<file path="src/rtl/ext_bus_defs.vh">
// constants for the external bus read and wait-state control
`ifndef EXT_BUS_DEFS_VH
`define EXT_BUS_DEFS_VH
`define PH_ZERO 2'h0
`define PH_ONE 2'h1
`define PH_TWO 2'h2
`define PH_THREE 2'h3
`define WAIT_W 4
`define ADDR_W 16
`define DATA_W 16
`define RST_PHASE 2'h0
`define RST_STROBE_N 1'b1
`define RST_DIR 1'b1
`define RST_SPACE 1'b1
`define RST_DATA_MODE 1'b1
`define WAIT_NONE 4'h0
`endif

</file>
<file path="src/rtl/ext_bus_read_wait_control.v">
// external bus read strobe, direction line and wait-state control
`timescale 1ns/1ps
`default_nettype none
`include "ext_bus_defs.vh"
module ext_bus_read_wait_control (
   input wire clock,
   input wire rst_n,
   input wire bus_owned,
   input wire access_req,
   input wire access_read,
   input wire access_space,
   input wire [`ADDR_W-1:0] access_addr,
   input wire [`WAIT_W-1:0] wait_config_reg,
   input wire transfer_ack_n,
   input wire [`DATA_W-1:0] ext_data_in,
   output reg read_strobe_n,
   output reg read_strobe_oe,
   output reg read_write_dir,
   output reg dir_oe,
   output reg [`ADDR_W-1:0] ext_addr,
   output reg space_select,
   output reg ext_data_in_mode,
   output reg [1:0] phase,
   output reg access_done,
   output reg [`DATA_W-1:0] read_data
);

   // ----------------------------------------
   // internal state
   // ----------------------------------------
   // acknowledge synchroniser chain and its filtered level
   reg ack_s1;
   reg ack_s2;
   reg ack_s3;
   reg ack;
   // access bookkeeping, valid from take to phase_three
   reg active;
   reg is_read;
   reg ack_seen;
   // programmed wait periods still owed
   reg [`WAIT_W-1:0] wcount;
   // read word held between phase_two and phase_three
   reg [`DATA_W-1:0] data_latch;
   reg [1:0] next_phase;
   wire take;
   wire cnt_done;
   wire holding;
   wire finish;
   wire closing;

   // ----------------------------------------
   // cycle events
   // ----------------------------------------
   // a request without the bus is dropped, not queued
   assign take = (phase == `PH_ZERO) && access_req && bus_owned;
   assign cnt_done = (wcount == `WAIT_NONE);
   // either source may hold phase_two: the larger demand wins
   assign holding = (phase == `PH_TWO) && active &&
      !(cnt_done && ack_seen);
   assign finish = (phase == `PH_TWO) && active && cnt_done && ack_seen;
   assign closing = (phase == `PH_THREE) && active;

   // ----------------------------------------
   // pin synchroniser for the acknowledge
   // ----------------------------------------
   // only the agreeing pair is trusted, so a glitch on the pin
   // shorter than a clock never reaches the wait logic
   always @(posedge clock) begin
      if (!rst_n) begin
         ack_s1 <= 1'b0;
         ack_s2 <= 1'b0;
         ack_s3 <= 1'b0;
         ack <= 1'b0;
      end else begin
         ack_s1 <= transfer_ack_n;
         ack_s2 <= ack_s1;
         ack_s3 <= ack_s2;
         if (ack_s2 == ack_s3) begin
            ack <= ack_s3;
         end
      end
   end

   // ----------------------------------------
   // phase sequencing
   // ----------------------------------------
   // one phase per clock: a wait period is one whole clock in
   // phase_two, which keeps the stretch count easy to reason about
   always @* begin
      next_phase = phase;
      case (phase)
         `PH_ZERO: begin
            next_phase = `PH_ONE;
         end
         `PH_ONE: begin
            next_phase = `PH_TWO;
         end
         `PH_TWO: begin
            if (holding) begin
               next_phase = `PH_TWO;
            end else begin
               next_phase = `PH_THREE;
            end
         end
         default: begin
            next_phase = `PH_ZERO;
         end
      endcase
   end

   always @(posedge clock) begin
      if (!rst_n) begin
         phase <= `RST_PHASE;
      end else begin
         phase <= next_phase;
      end
   end

   // ----------------------------------------
   // access tracking
   // ----------------------------------------
   // re-decided at every phase_zero, so an idle cycle clears it
   always @(posedge clock) begin
      if (!rst_n) begin
         active <= 1'b0;
         is_read <= 1'b0;
      end else if (phase == `PH_ZERO) begin
         active <= take;
         if (take) begin
            is_read <= access_read;
         end
      end
   end

   // ----------------------------------------
   // programmed wait counter
   // ----------------------------------------
   always @(posedge clock) begin
      if (!rst_n) begin
         wcount <= `WAIT_NONE;
      end else if (take) begin
         wcount <= wait_config_reg;
      end else if (holding && !cnt_done) begin
         wcount <= wcount - 1'b1;
      end
   end

   // ----------------------------------------
   // acknowledge tracking
   // ----------------------------------------
   // a low seen in one wait period releases the next one, which
   // gives the two-phase tail after the acknowledge
   always @(posedge clock) begin
      if (!rst_n) begin
         ack_seen <= 1'b0;
      end else if (take) begin
         ack_seen <= ~ack;
      end else if ((phase == `PH_TWO) && active && !ack) begin
         ack_seen <= 1'b1;
      end
   end

   // ----------------------------------------
   // address and space outputs
   // ----------------------------------------
   // held through idle cycles so the pins do not toggle for nothing
   always @(posedge clock) begin
      if (!rst_n) begin
         ext_addr <= {`ADDR_W{1'b0}};
         space_select <= `RST_SPACE;
      end else if (take) begin
         ext_addr <= access_addr;
         space_select <= access_space;
      end
   end

   // ----------------------------------------
   // direction line
   // ----------------------------------------
   always @(posedge clock) begin
      if (!rst_n) begin
         read_write_dir <= `RST_DIR;
      end else if (phase == `PH_ZERO) begin
         if (take) begin
            read_write_dir <= access_read;
         end else begin
            read_write_dir <= 1'b1;
         end
      end
   end

   // ----------------------------------------
   // read strobe
   // ----------------------------------------
   // stays low through every wait period of the read
   always @(posedge clock) begin
      if (!rst_n) begin
         read_strobe_n <= `RST_STROBE_N;
      end else if (take && access_read) begin
         read_strobe_n <= 1'b0;
      end else if (closing) begin
         read_strobe_n <= 1'b1;
      end
   end

   // ----------------------------------------
   // pin drive enables
   // ----------------------------------------
   // one clock late after losing the bus: the owner must not
   // hand the bus on within that clock
   always @(posedge clock) begin
      if (!rst_n) begin
         read_strobe_oe <= 1'b0;
         dir_oe <= 1'b0;
      end else begin
         read_strobe_oe <= bus_owned;
         dir_oe <= bus_owned;
      end
   end

   // ----------------------------------------
   // data pin direction
   // ----------------------------------------
   // pins go back to input after every access, so a parked bus
   // is never driven
   always @(posedge clock) begin
      if (!rst_n) begin
         ext_data_in_mode <= `RST_DATA_MODE;
      end else if (take) begin
         ext_data_in_mode <= access_read;
      end else if (closing) begin
         ext_data_in_mode <= `RST_DATA_MODE;
      end
   end

   // ----------------------------------------
   // read data capture
   // ----------------------------------------
   // captured on leaving phase_two, shown at the strobe release
   genvar gi;
   generate
      for (gi = 0; gi < `DATA_W; gi = gi + 1) begin : g_bit
         always @(posedge clock) begin
            if (!rst_n) begin
               data_latch[gi] <= 1'b0;
               read_data[gi] <= 1'b0;
            end else begin
               if (finish && is_read) begin
                  data_latch[gi] <= ext_data_in[gi];
               end
               if (closing && is_read) begin
                  read_data[gi] <= data_latch[gi];
               end
            end
         end
      end
   endgenerate

   // ----------------------------------------
   // completion pulse
   // ----------------------------------------
   always @(posedge clock) begin
      if (!rst_n) begin
         access_done <= 1'b0;
      end else begin
         access_done <= closing;
      end
   end
endmodule
`default_nettype wire

</file>
<file path="config.mk">
export PLATFORM = sky130hd
export DESIGN_NAME = ext_bus_read_wait_control
export DESIGN_NICKNAME = d
export VERILOG_FILES = /design/src/rtl/ext_bus_read_wait_control.v
export VERILOG_INCLUDE_DIRS = /design/src /design/src/rtl
export SDC_FILE = /design/constraint.sdc
export NUM_CORES = 1
export LEC_CHECK = 0
export BUFFER_PORTS_ARGS = -buffer_cell sky130_fd_sc_hd__buf_2
export CAP_MARGIN = 40
export CORE_ASPECT_RATIO = 1.1
export CORE_MARGIN = 5
export CORE_UTILIZATION = 45
export CTS_BUF_LIST = sky130_fd_sc_hd__clkbuf_4
export DETAILED_ROUTE_END_ITERATION = 7
export PLACE_DENSITY = 0.72
export SYNTH_ARGS = -nofsm -noshare
export SYNTH_HDL_FRONTEND = slang
export SYNTH_SLANG_ARGS = --single-unit
</file>
<file path="constraint.sdc">
create_clock -name clock -period 4.05 [get_ports clock]
set_clock_uncertainty 0.05 [all_clocks]
set_input_delay 0.6075 -clock clock [delete_from_list [all_inputs] [get_ports clock]]
set_output_delay 0.6075 -clock clock [all_outputs]
set_load 0.005 [all_outputs]
</file>
; After elaboration in Yosys (flattened, before gate mapping)
; Index checks and enable logic that the tools add are counted.
[op_classes]
bitwise_logic = 1
eq_ne = 4
n_addsub = 1
reduce_logical = 23
n_mux = 10
[ops]
columns = cell, count
row1 = 1-bit logical AND, 13
row2 = 4-bit two-way mux, 2
row3 = 2-bit nonzero test, 4
row4 = 1-bit two-way mux, 7
row5 = 2-bit case mux with 3 select lines, 1
row6 = 2-bit equality test (second input constant), 2
row7 = 4-bit logical NOT, 1
row8 = 4-bit by 1-bit subtractor with 4-bit output (second input constant), 1
row9 = 1-bit logical NOT, 3
row10 = 2-bit by 1-bit equality test with 1-bit output (second input constant), 1
row11 = 2-bit logical NOT, 1
row12 = 2-bit AND reduction, 1
row13 = 1-bit equality test, 1
row14 = 1-bit inverter, 1
[totals]
input_bits = 43
output_inout_bits = 41
register_bits = 67
elab_cells = 87

; Depth between registers and ports, before layout
; Gate-level depths: netlist (run 1).
[depth]
depth_word = 7
depth_mapped = 7
depth_no_buf = 5

; Least setup slack after synthesis (run 1)
; OpenSTA, ideal clock, no wires.
[synth_path]
path_type = register to register
from = reg wcount[0]
to = reg data_latch[0]
path_slack_ns = 2.502
setup_time_ns = 0.072
stages_incl_launch_ff = 8
synth_period_minus_slack_ns = 1.548
arrival_time_ns = 1.427
path_buffers = 2
required_time_ns = 3.928
path_cell_list = dfxtp_1 -> inv_1 -> ha_1 -> nor3b_2 -> and3_1 -> buf_6 -> buf_8 -> mux2i_1
[synth_between]
elab_chain_len = 4
[synth_lines]
columns = element, line_no
row1 = "start, declared", ext_bus_read_wait_control.v:41  ; reg [`WAIT_W-1:0] wcount;
row2 = "start signal, assigned", ext_bus_read_wait_control.v:140  ; wcount <= `WAIT_NONE;
row3 = "start signal, assigned", ext_bus_read_wait_control.v:142  ; wcount <= wait_config_reg;
row4 = "start signal, assigned", ext_bus_read_wait_control.v:144  ; wcount <= wcount - 1'b1;
row5 = 4-bit logical NOT (no line), n/a
row6 = 1-bit logical AND (2 in series), ext_bus_read_wait_control.v:60  ; assign finish = (phase == `PH_TWO) && active && cnt_done && ack_seen;
row7 = 1-bit logical AND, ext_bus_read_wait_control.v:248  ; if (finish && is_read) begin
row8 = "end signal, assigned by index", ext_bus_read_wait_control.v:249  ; data_latch[gi] <= ext_data_in[gi];
row9 = "end, declared", ext_bus_read_wait_control.v:43  ; reg [`DATA_W-1:0] data_latch;
; No other way between the ends.
; A chain may end at the register's enable or synchronous reset.

; Worst setup path after layout (run 1)
[layout_path]
from = reg phase[0]
to = reg wcount[1]
[layout_between]
elab_chain_len = 5
elab_cells_between_ends = 9
cone_classes = 1 x eq/ne / 1 x mux / 7 x reduce/logical
[layout_lines]
columns = element, line_no
row1 = "start, declared", ext_bus_read_wait_control.v:23  ; output reg [1:0] phase,
row2 = "start signal, assigned", ext_bus_read_wait_control.v:113  ; phase <= `RST_PHASE;
row3 = "start signal, assigned", ext_bus_read_wait_control.v:115  ; phase <= next_phase;
row4 = 2-bit equality test, n/a
row5 = 1-bit logical AND (2 in series), ext_bus_read_wait_control.v:58  ; assign holding = (phase == `PH_TWO) && active &&
row6 = 1-bit logical AND, ext_bus_read_wait_control.v:143  ; end else if (holding && !cnt_done) begin
row7 = 2-bit nonzero test (no line), n/a
; Several ways; a longest one is shown, not always the timed one.

==> results of run 1 <==
[state kept, by name, summed over array words and instances, names as in the netlist, 2 cells and up]
register and flops:
data_latch 16, ext_addr 16, read_data 16, wcount 4, phase 2
[cells by family after synthesis]
logic type               after synthesis  synth area share
AO/OA/AOI/OAI                         53             0.114
adder cells (fa/ha/maj)                5            0.0246
buffers and inverters                 27            0.0512
flip-flops                            67             0.528
multiplexers                          16            0.0630
AND/OR/NAND/NOR                      132             0.219
[worst max path at each step]
stage,end,slack [ns]
floorplan,data_latch[0],2.50
global placement,phase[0],1.85
detailed placement,phase[0],1.86
CTS,wcount[1],2.12
global route,wcount[1],2.03
finish,wcount[1],2.14
[layout by cell type, fill, tap and decap left out, drive strengths merged]
cell type	n
a31oi	2
a211oi	1
a21oi	37
o21ai	7
mux2i	16
a21o	3
bufinv	1
or4	2
ha	5
nor2	4
o2111ai	1
inv	6
nor3b	1
or3	2
clkbuf	10
nand2b	2
a311oi	1
a211o	1
buf	87
nand2	104
and3	5
nand3	6
dfxtp	67
and2	5
clkinv	3
nor4	1
[cell type report]
class                           instances  area, µm²
Clock buffer                           10       75.1
Clock inverter                          4       43.8
Fill cell                             515       2320
Multi-Input combinational cell        206       1070
Sequential cell                        67       1340
Timing Repair Buffer                   87        460
Tap cell                               75       93.8
Inverter                                6       22.5
[metal layers]
layer  global-route usage  vias to the layer above
met1                0.197                      974
met5                    0                        -
met3               0.0560                       11
li1                     -                     1132
met4               0.0831                        0
met2                0.278                       69
[cells in the mapped netlist]
master,instances,area [µm²]
nor2_1,4,15.0
nor4_1,1,6.26
o2111ai_1,1,8.76
a211o_2,1,10.0
or4_1,2,15.0
dfxtp_1,67,1340
nand3_1,6,30.0
buf_2,5,25.0
a21oi_1,37,185
nand2_1,104,390
clkbuf_1,13,48.8
a211oi_1,1,7.51
buf_4,1,7.51
and3_1,5,31.3
inv_1,6,22.5
a311oi_1,1,8.76
a21o_1,3,22.5
nand2b_1,2,12.5
or3_1,2,12.5
nor3b_2,1,12.5
o21ai_0,7,35.0
a31oi_1,2,12.5
mux2i_1,16,160
ha_1,5,62.6
buf_6,1,11.3
and2_1,5,31.3
buf_8,1,15.0
[power breakdown]
part	internal [mW]	switching, mW	total [mW]	leakage [nW]
Clock	0.185	0.219	0.404	0.0695
Combinational	0.0962	0.122	0.218	0.723
Sequential	0.705	0.0333	0.738	0.544
[through the flow]
stage               utilization  cells
finish                    0.572    455
global route              0.572    455
CTS                       0.572    455
detailed placement        0.550    441
global placement          0.545    439
floorplan                     -    300
[critical path, stage by stage, from the launching register on]
cell	delay [ns]
dfxtp_1	0.37
inv_1	0.07
ha_1	0.26
and3_1	0.40
or4_1	0.62
nand3_1	0.09
==> summary.txt, run 1 <==
Timing
  • Post-Route Setup TNS: 0 ns
  • Max Fclk: 523 MHz
  • Max_slew headroom: 0.525
  • Worst Tran Pin Value: 0.712 ns
  • Fin Hold WS: about 0.36 ns
  • Slew Limit Fails: 0
  • Setup WS post-layout: roughly 2.1 ns
  • Unrepaired setup endpoints after global routing: false
  • Hold Fails Final Rpt: 0
  • Min cycle time layout: between 1.5 and 2 ns
  • Period utilization: 0.472
  • # setup viols final: 0

Setup path
  • Crit. End Element: flip-flop
  • R2r endpoint: wcount[1]
  • Crit path launch type: flip-flop
  • Worst r2r path cells: 5
  • CP Launch Point: phase[0]
  • Reg2reg start: phase[0]
  • CP arrival: around 2.2 ns
  • Worst-path maximum fanout: 21
  • Worst endpoint required time: 4.34 ns
  • Setup Crit Path Kind: reg -> reg
  • Internal reg-to-reg setup slack: 2.14 ns

Clock network
  • Clock buffer count from CTS: 9
  • Post-CTS Resized: 0
  • CTS tree: built
  • Clock-pin slew on the worst setup and hold paths: about 0.1 ns
  • Clk buf depth: 2
  • Hold buffers post-CTS: 0
  • Clock sink count: 67
  • Worst-Skew Late Latency: 0.39 ns
  • H-tree depth: 3
  • Post-CTS Setup Inserts: 0
  • CTS root buf: clkbuf_4

Die
  • Initial Utilization: 0.468
  • Chip height: 88.8 µm
  • DIE AREA: 0.00725 mm²
  • IO Count: 84
  • Die X: between 80 and 90 µm
  • Core area: 0.00543 mm²
  • FP Rows: 28

Detailed routing
  • Max Used Layer: met4
  • Met2 wire length: 2640 µm
  • Total wire length: 5710 µm
  • First-pass DRT Iterations: 4
  • DRC viols: 0
  • M1 wire length: 2490 µm
  • Routed wire per std cell: 12.6 µm
  • Met3 Wirelength: 458 µm
  • Via count: 2186
  • Post-DRT Antenna Nets: 0
  • Initial drt markers: 51
  • Vias per cell: 4.80

Logic synthesis
  • Mean post-synth cell area: approximately 8.5 µm²
  • Yosys reg bits: 67
  • Synth warnings: 0
  • Register area share after synthesis: 0.528
  • Synth Instances: 300
  • Syn_nets: about 350
  • Post-Syn Area: ~0.0025 mm²
  • Synth unique cells: 27

Placed design
  • GPL Wtd Cong: 0.792
  • Pre-CTS setup slack: 1.86 ns
  • HPWL Detailed: 4030 µm
  • IO buf count: 83
  • Post-DP Area: 0.00299 mm²

Finish
  • Area Growth Syn to Fin: 22.3%
  • Diode count: 0
  • Number of nets in the layout: 425
  • Final design instance area without fill: 0.00311 mm²
  • Share of layout cells above drive strength 1: 0.268

Global routing
  • Initial antenna violation count: 0
  • Largest net degree at the start of global routing: 48
  • Global route overflow: 0
  • Gr usage total: 0.169
  • First-pass GRT wire length: roughly 9300 µm
  • Vias in the first global route: roughly 2200

Pwr
  • P per Cell Area: 438 mW/mm²
  • Leak pwr: 1.34 nW
  • Power, Total: 1.36 mW
  • VDD IR-drop max: 248 µV

Worst hold path
  • Min-Delay Path Class: in -> reg
  • Hold Path Origin: access_space
  • Hold Crit Endpoint: space_select
  • Cell depth of the worst hold path: 3

Run status
  • Status: finished clean

Run
  • Max Cap Viol: 0
(Power assumes the default switching activity.)
==> run 2: changes to the inputs <==
--- a/config.mk
+++ b/config.mk
@@ -13,7 +13,7 @@
 export CORE_UTILIZATION = 45
 export CTS_BUF_LIST = sky130_fd_sc_hd__clkbuf_4
 export DETAILED_ROUTE_END_ITERATION = 7
-export PLACE_DENSITY = 0.72
+export PLACE_DENSITY = 0.75
 export SYNTH_ARGS = -nofsm -noshare
 export SYNTH_HDL_FRONTEND = slang
 export SYNTH_SLANG_ARGS = --single-unit
==> constraint.sdc (replaced) <==
create_clock -name clock -period 1.7 [get_ports clock]
set_clock_uncertainty 0.05 [all_clocks]
set_input_delay 0.255 -clock clock [delete_from_list [all_inputs] [get_ports clock]]
set_output_delay 0.255 -clock clock [all_outputs]
set_load 0.005 [all_outputs]
==> summary.txt, run 2 (same netlist as run 1, synthesis figures left out) <==
Setup path
  • CP Launch Point: wcount[1]
  • Crit-path max cell delay: 0.33 ns (-0.29 ns)
  • Internal reg-to-reg setup slack: 0.08 ns (-2.06 ns)
  • CP arrival: 1.89 ns (-0.31 ns)
  • Worst endpoint required time: 1.97 ns (-2.37 ns)
  • Worst-path maximum fanout: 8 (-62%)
  • Crit. End Element: flip-flop
  • CP max stage cell: dfxtp_1
  • CP top delay family: simple AND/OR/NAND/NOR gates
  • CP bufs+invs: 2 (+1)
  • R2r endpoint: data_latch[0]
  • CP Depth: 6 (+1)
  • Reg2reg start: wcount[1]
  • Crit path launch type: flip-flop
  • Setup crit end: data_latch[0]
  • Setup Crit Path Kind: reg -> reg
  • Crit path cell chain: inv_1 > ha_2 > nor3b_4 > and3_4 > clkbuf_16 > mux2i_1
  • Worst r2r path cells: 6 (+1)

Pwr
  • VDD IR-drop max: 640 µV (+160%)
  • P per Cell Area: 1020 mW/mm² (+130%)
  • Power, Total: 3.31 mW (+140%)
  • Leak pwr: 1.39 nW (+4.3%)

Global routing
  • Largest net degree at the start of global routing: 25 (-48%)
  • Global route overflow: 0 (unchanged)
  • Initial antenna violation count: 0 (unchanged)
  • Gr usage total: 0.172 (+0.00311)
  • First-pass GRT wire length: 9550 µm (+2.7%)
  • Vias in the first global route: 2256 (+3.2%)

Timing
  • Max Fclk: 617 MHz (+18%)
  • Min cycle time layout: 1.62 ns (-0.291 ns)
  • Period utilization: 0.953 (+0.481)
  • Fin Hold WS: 0.0297 ns (-0.333 ns)
  • Slew Limit Fails: 0 (unchanged)
  • Worst Tran Pin Value: 0.376 ns (-0.337 ns)
  • Max_slew headroom: 0.749 (+0.224)
  • Post-Route Setup TNS: 0 ns (unchanged)
  • # setup viols final: 0 (unchanged)
  • Hold Fails Final Rpt: 0 (unchanged)

Finish
  • Most common cell after layout, fill and taps aside: nand2_1
  • Biggest regs: data_latch: 16 flops, ext_addr: 16 flops, read_data: 16 flops
  • Diode count: 0 (unchanged)
  • Most frequent cells in the layout: nand2_1, buf_2, dfxtp_1
  • Area Growth Syn to Fin: 27.1%
  • Share of layout cells above drive strength 1: 0.298 (+0.0300)
  • Number of nets in the layout: 436 (+2.6%)

Detailed routing
  • Via count: 2247 (+2.8%)
  • Vias per cell: 4.81 (+0.15%)
  • Initial drt markers: 84 (+65%)
  • Total wire length: 5950 µm (+4.0%)
  • Routed wire per std cell: 12.7 µm (+1.4%)
  • DRC viols: 0 (unchanged)
  • First-pass DRT Iterations: 4 (unchanged)
  • Post-DRT Antenna Nets: 0 (unchanged)

Clock network
  • Clock sink count: 67 (unchanged)
  • Worst-Skew Late Latency: 0.39 ns (about the same)
  • H-tree depth: 3 (unchanged)
  • Clock-pin slew on the worst setup and hold paths: 0.10 ns (about the same)
  • CTS root buf: clkbuf_4
  • CTS tree: built
  • Clock buffer count from CTS: 9 (unchanged)
  • Clk buf depth: 2 (unchanged)

Die
  • IO Count: 84 (unchanged)
  • Die X: 81.7 µm (unchanged)
  • FP Rows: 28 (unchanged)
  • Core area: 0.00543 mm² (unchanged)
  • Chip height: 88.8 µm (unchanged)
  • DIE AREA: 0.00725 mm² (unchanged)
  • Initial Utilization: 0.468 (unchanged)

Run
  • Max Cap Viol: 0 (unchanged)

Placed design
  • GPL Wtd Cong: 0.776 (-2.0%)
  • HPWL Detailed: 4200 µm (+4.4%)
  • IO buf count: 83 (unchanged)

Worst hold path
  • Min-Delay Path Class: in -> reg

Run status
  • Status: finished clean
-- run 2: cell count changes in the layout (fill, tap and decap cells not counted), sizes merged --
cell,before,now
buf,87,96
clkbuf,10,12
dlygate4sd3,0,1
-- run 2: worst min path at each step --
stage | start | to | slack (ns) | depth (start not counted)
final | access_space | space_select | 0.03 | 3
after global placement | ack_s1 | ack_s2 | 0.37 | 1
after CTS | access_space | space_select | 0.0007 | 3
after floorplan | access_space | space_select | 0.33 | 2
after detailed placement | ack_s1 | ack_s2 | 0.38 | 1
after global routing | access_space | space_select | 0.008 | 3
-- run 2: per-layer routing --
layer / GRT usage / vias to the layer above / part of all wire
li1: - / 1159 / -
met1: 0.208 / 997 / 0.44
met2: 0.272 / 79 / 0.46
met3: 0.0479 / 12 / 0.078
met4: 0.103 / 0 / 0.023
met5: 0 / - / 0
-- run 2: timing repair --
action                                  4_1_cts  5_1_grt
endpoints found under the setup margin        0       17
buffers inserted                              0        1
hold buffers                                  1        0
endpoints found under the hold margin         1        0
resized for setup                             0        6
-- run 2: final cells by class --
type | instances | area [µm²]
flip-flops and latches | 67 | 1340
repair buffers | 98 | 561
clock buffers | 11 | 82.6
fillers | 516 | 2200
inverters | 6 | 22.5
clock inverters | 4 | 42.5
multi-input cells | 206 | 1090
well taps | 75 | 93.8
-- run 2: power by group --
| group | switching, mW | leakage (nW) | internal (mW) |
|---|---|---|---|
| Sequential | 0.0786 | 0.544 | 1.68 |
| Clock | 0.513 | 0.0718 | 0.463 |
| Combinational | 0.305 | 0.777 | 0.268 |
| Total | 0.897 | 1.39 | 2.41 |
-- run 2: stage by stage --
| stage | utilization | setup WS (ns) | instance area, µm² | cells |
|---|---|---|---|---|
| final | 0.595 | 0.0799 | 3230 | 467 |
| after global routing | 0.595 | -0.00236 | 3230 | 467 |
| after CTS | 0.586 | 0.000785 | 3180 | 465 |
| after detailed placement | 0.561 | 0.0210 | 3050 | 449 |
| after global placement | 0.561 | 0.118 | 3050 | 449 |
| after floorplan | - | 0.152 | 2540 | 300 |
-- run 2: worst register-to-register path: cells and delay by family, from the launching register on --
family,cells,cell delay [ns]
muxes,1,0.19
and+or+nand+nor,2,0.53
DFF,1,0.33
adders and majority gates,1,0.20
buffers and inverters,2,0.26
==> run 3: changes to the inputs <==
==> constraint.sdc (replaced) <==
create_clock -name clock -period 1.45 [get_ports clock]
set_clock_uncertainty 0.05 [all_clocks]
set_input_delay 0.2175 -clock clock [delete_from_list [all_inputs] [get_ports clock]]
set_output_delay 0.2175 -clock clock [all_outputs]
set_load 0.005 [all_outputs]
==> summary.txt, run 3 (same netlist as run 1, synthesis figures left out) <==
Run status
  • Status: complete, but fails checks
  • Failing checks: setup timing

Placed design
  • HPWL Detailed: 4310 µm (+2.5%)
  • GPL Wtd Cong: 0.754 (-2.9%)
  • IO buf count: 83 (unchanged)

Detailed routing
  • Post-DRT Antenna Nets: 0 (unchanged)
  • First-pass DRT Iterations: 4 (unchanged)
  • Vias per cell: 4.84 (+0.55%)
  • Initial drt markers: 110 (+31%)
  • Routed wire per std cell: 14.1 µm (+11%)
  • DRC viols: 0 (unchanged)
  • Total wire length: 7170 µm (+21%)
  • Via count: 2453 (+9.2%)

Timing
  • Min cycle time layout: 1.53 ns (-0.0907 ns)
  • # setup viols final: 18 (+18)
  • Max Fclk: 654 MHz (+5.9%)
  • Slew Limit Fails: 0 (unchanged)
  • Unrepaired setup endpoints after global routing: true
  • Setup WS post-layout: -0.0793 ns (-0.159 ns)
  • Worst Tran Pin Value: 0.367 ns (-0.00859 ns)
  • Hold Fails Final Rpt: 0 (unchanged)
  • Fin Hold WS: 0.00691 ns (-0.0228 ns)
  • Period utilization: 1.05 (+0.102)
  • Post-Route Setup TNS: -1.01 ns (-1.01 ns)
  • Max_slew headroom: 0.755 (+0.00600)

Worst hold path
  • Min-Delay Path Class: in -> reg
  • Cell depth of the worst hold path: 3 (unchanged)
  • Hold Path Origin: access_space

Clock network
  • CTS tree: built
  • Clock sink count: 67 (unchanged)
  • CTS root buf: clkbuf_4
  • Clk buf depth: 2 (unchanged)
  • H-tree depth: 3 (unchanged)
  • Worst-Skew Late Latency: 0.41 ns (+0.02 ns)
  • Clock buffer count from CTS: 9 (unchanged)
  • Clock-pin slew on the worst setup and hold paths: 0.11 ns (about the same)

Run
  • Max Cap Viol: 0 (unchanged)

Die
  • IO Count: 84 (unchanged)
  • Chip height: 88.8 µm (unchanged)
  • FP Rows: 28 (unchanged)
  • Core area: 0.00543 mm² (unchanged)
  • Initial Utilization: 0.468 (unchanged)
  • DIE AREA: 0.00725 mm² (unchanged)
  • Die X: 81.7 µm (unchanged)

Setup path
  • Crit. End Element: flip-flop
  • Setup Crit Path Kind: reg -> reg
  • CP arrival: 1.82 ns (-0.07 ns)
  • Worst r2r path cells: 6 (unchanged)
  • Reg2reg start: wcount[1]
  • CP max stage cell: dfxtp_2
  • Worst endpoint required time: 1.74 ns (-0.23 ns)
  • Crit path cell chain: inv_2 > ha_4 > nor3b_4 > and3_4 > clkbuf_16 > mux2i_1
  • Internal reg-to-reg setup slack: -0.08 ns (-0.16 ns)
  • CP Launch Point: wcount[1]
  • Crit path launch type: flip-flop
  • Crit-path max cell delay: 0.34 ns (about the same)
  • Worst-path maximum fanout: 8 (unchanged)

Global routing
  • Gr usage total: 0.194 (+0.0222)
  • First-pass GRT wire length: 10800 µm (+13%)
  • Vias in the first global route: 2413 (+7.0%)
  • Initial antenna violation count: 0 (unchanged)
  • Largest net degree at the start of global routing: 38 (+52%)
  • Global route overflow: 0 (unchanged)

Finish
  • Share of layout cells above drive strength 1: 0.354 (+0.0557)
  • Most frequent cells in the layout: nand2_1, buf_2, dfxtp_1
  • Reg area: 0.00135 mm² (+0.47%)
  • Area occupied by multi-input gates: 0.00119 mm² (+9.8%)
  • Biggest regs: data_latch: 16 flops, ext_addr: 16 flops, read_data: 16 flops
  • Diode count: 0 (unchanged)
  • Most common cell after layout, fill and taps aside: nand2_1
  • Number of nets in the layout: 475 (+8.9%)
  • Area Growth Syn to Fin: 50.0%
  • Layout fillers: 427 (-17%)

Pwr
  • Leak pwr: 1.61 nW (+16%)
  • P per Cell Area: 1150 mW/mm² (+12%)
  • VDD IR-drop max: 822 µV (+28%)
-- run 3: changes by cell type in the layout (fill, tap and decap cells not counted), moves of 3 or more --
cell           change
dlygate4sd3_1     +26
a21oi_2            +4
a21oi_1            -4
dfxtp_1            -3
buf_12             +4
buf_6              +3
-- run 3: layout make-up --
class / instances / share of cell area
clock buffers: 9 / 0.0177
clock inverters: 7 / 0.0177
inverters: 6 / 0.00591
multi-input cells: 206 / 0.313
flip-flops and latches: 67 / 0.354
well taps: 75 / 0.0246
repair buffers: 137 / 0.267
-- run 3: path summary, 6_finish.rpt --
| path | to |
|---|---|
| max | data_latch[13] |
| min | space_select |
| max reg2reg | data_latch[13] |
| min reg2reg | read_data[2] |
-- run 3: worst max-delay path, delay by kind of cell, from the launching register on --
kind | cells | cell delay, ns
simple gates | 2 | 0.51
flops | 1 | 0.34
mux | 1 | 0.19
buf+inv | 2 | 0.24
fa+ha+maj | 1 | 0.13
-- run 3: repair_timing --
item	in CTS	in global routing
hold buffers	26	1
gates resized for setup	5	24
pin swaps	4	2
endpoints found under the hold margin	26	1
cloned	0	4
buffers inserted	4	2
endpoints found under the setup margin	35	45
-- run 3: power breakdown --
part	total, mW	internal (mW)	leakage, nW	switching, mW
combinational	1.09	0.596	0.996	0.493
sequential	2.09	1.98	0.545	0.107
clock	1.20	0.520	0.0714	0.678
total	4.37	3.09	1.61	1.28
-- run 3: stage by stage --
| stage | cells | setup WS [ns] | power [mW] | cell area [µm²] | util |
|---|---|---|---|---|---|
| 6_report | 507 | -0.0793 | 4.37 | 3810 | 0.702 |
| 3_3_place_gp | 454 | -0.0622 | 2.85 | 3140 | 0.578 |
| 2_1_floorplan | 300 | -0.0277 | 2.50 | 2570 | - |
| 4_1_cts | 500 | -0.0770 | 4.21 | 3590 | 0.661 |
| 3_5_place_dp | 454 | -0.129 | 2.87 | 3140 | 0.578 |
| 5_1_grt | 507 | -0.141 | 4.61 | 3810 | 0.702 |
-- run 3: layer usage --
layer | vias to the layer above | GRT usage | wire length, µm
li1 | 1243 | - | -
met1 | 1130 | 0.224 | 2950
met2 | 71 | 0.331 | 3620
met3 | 9 | 0.0560 | 526
met4 | 0 | 0.0891 | 78
met5 | - | 0 | 0
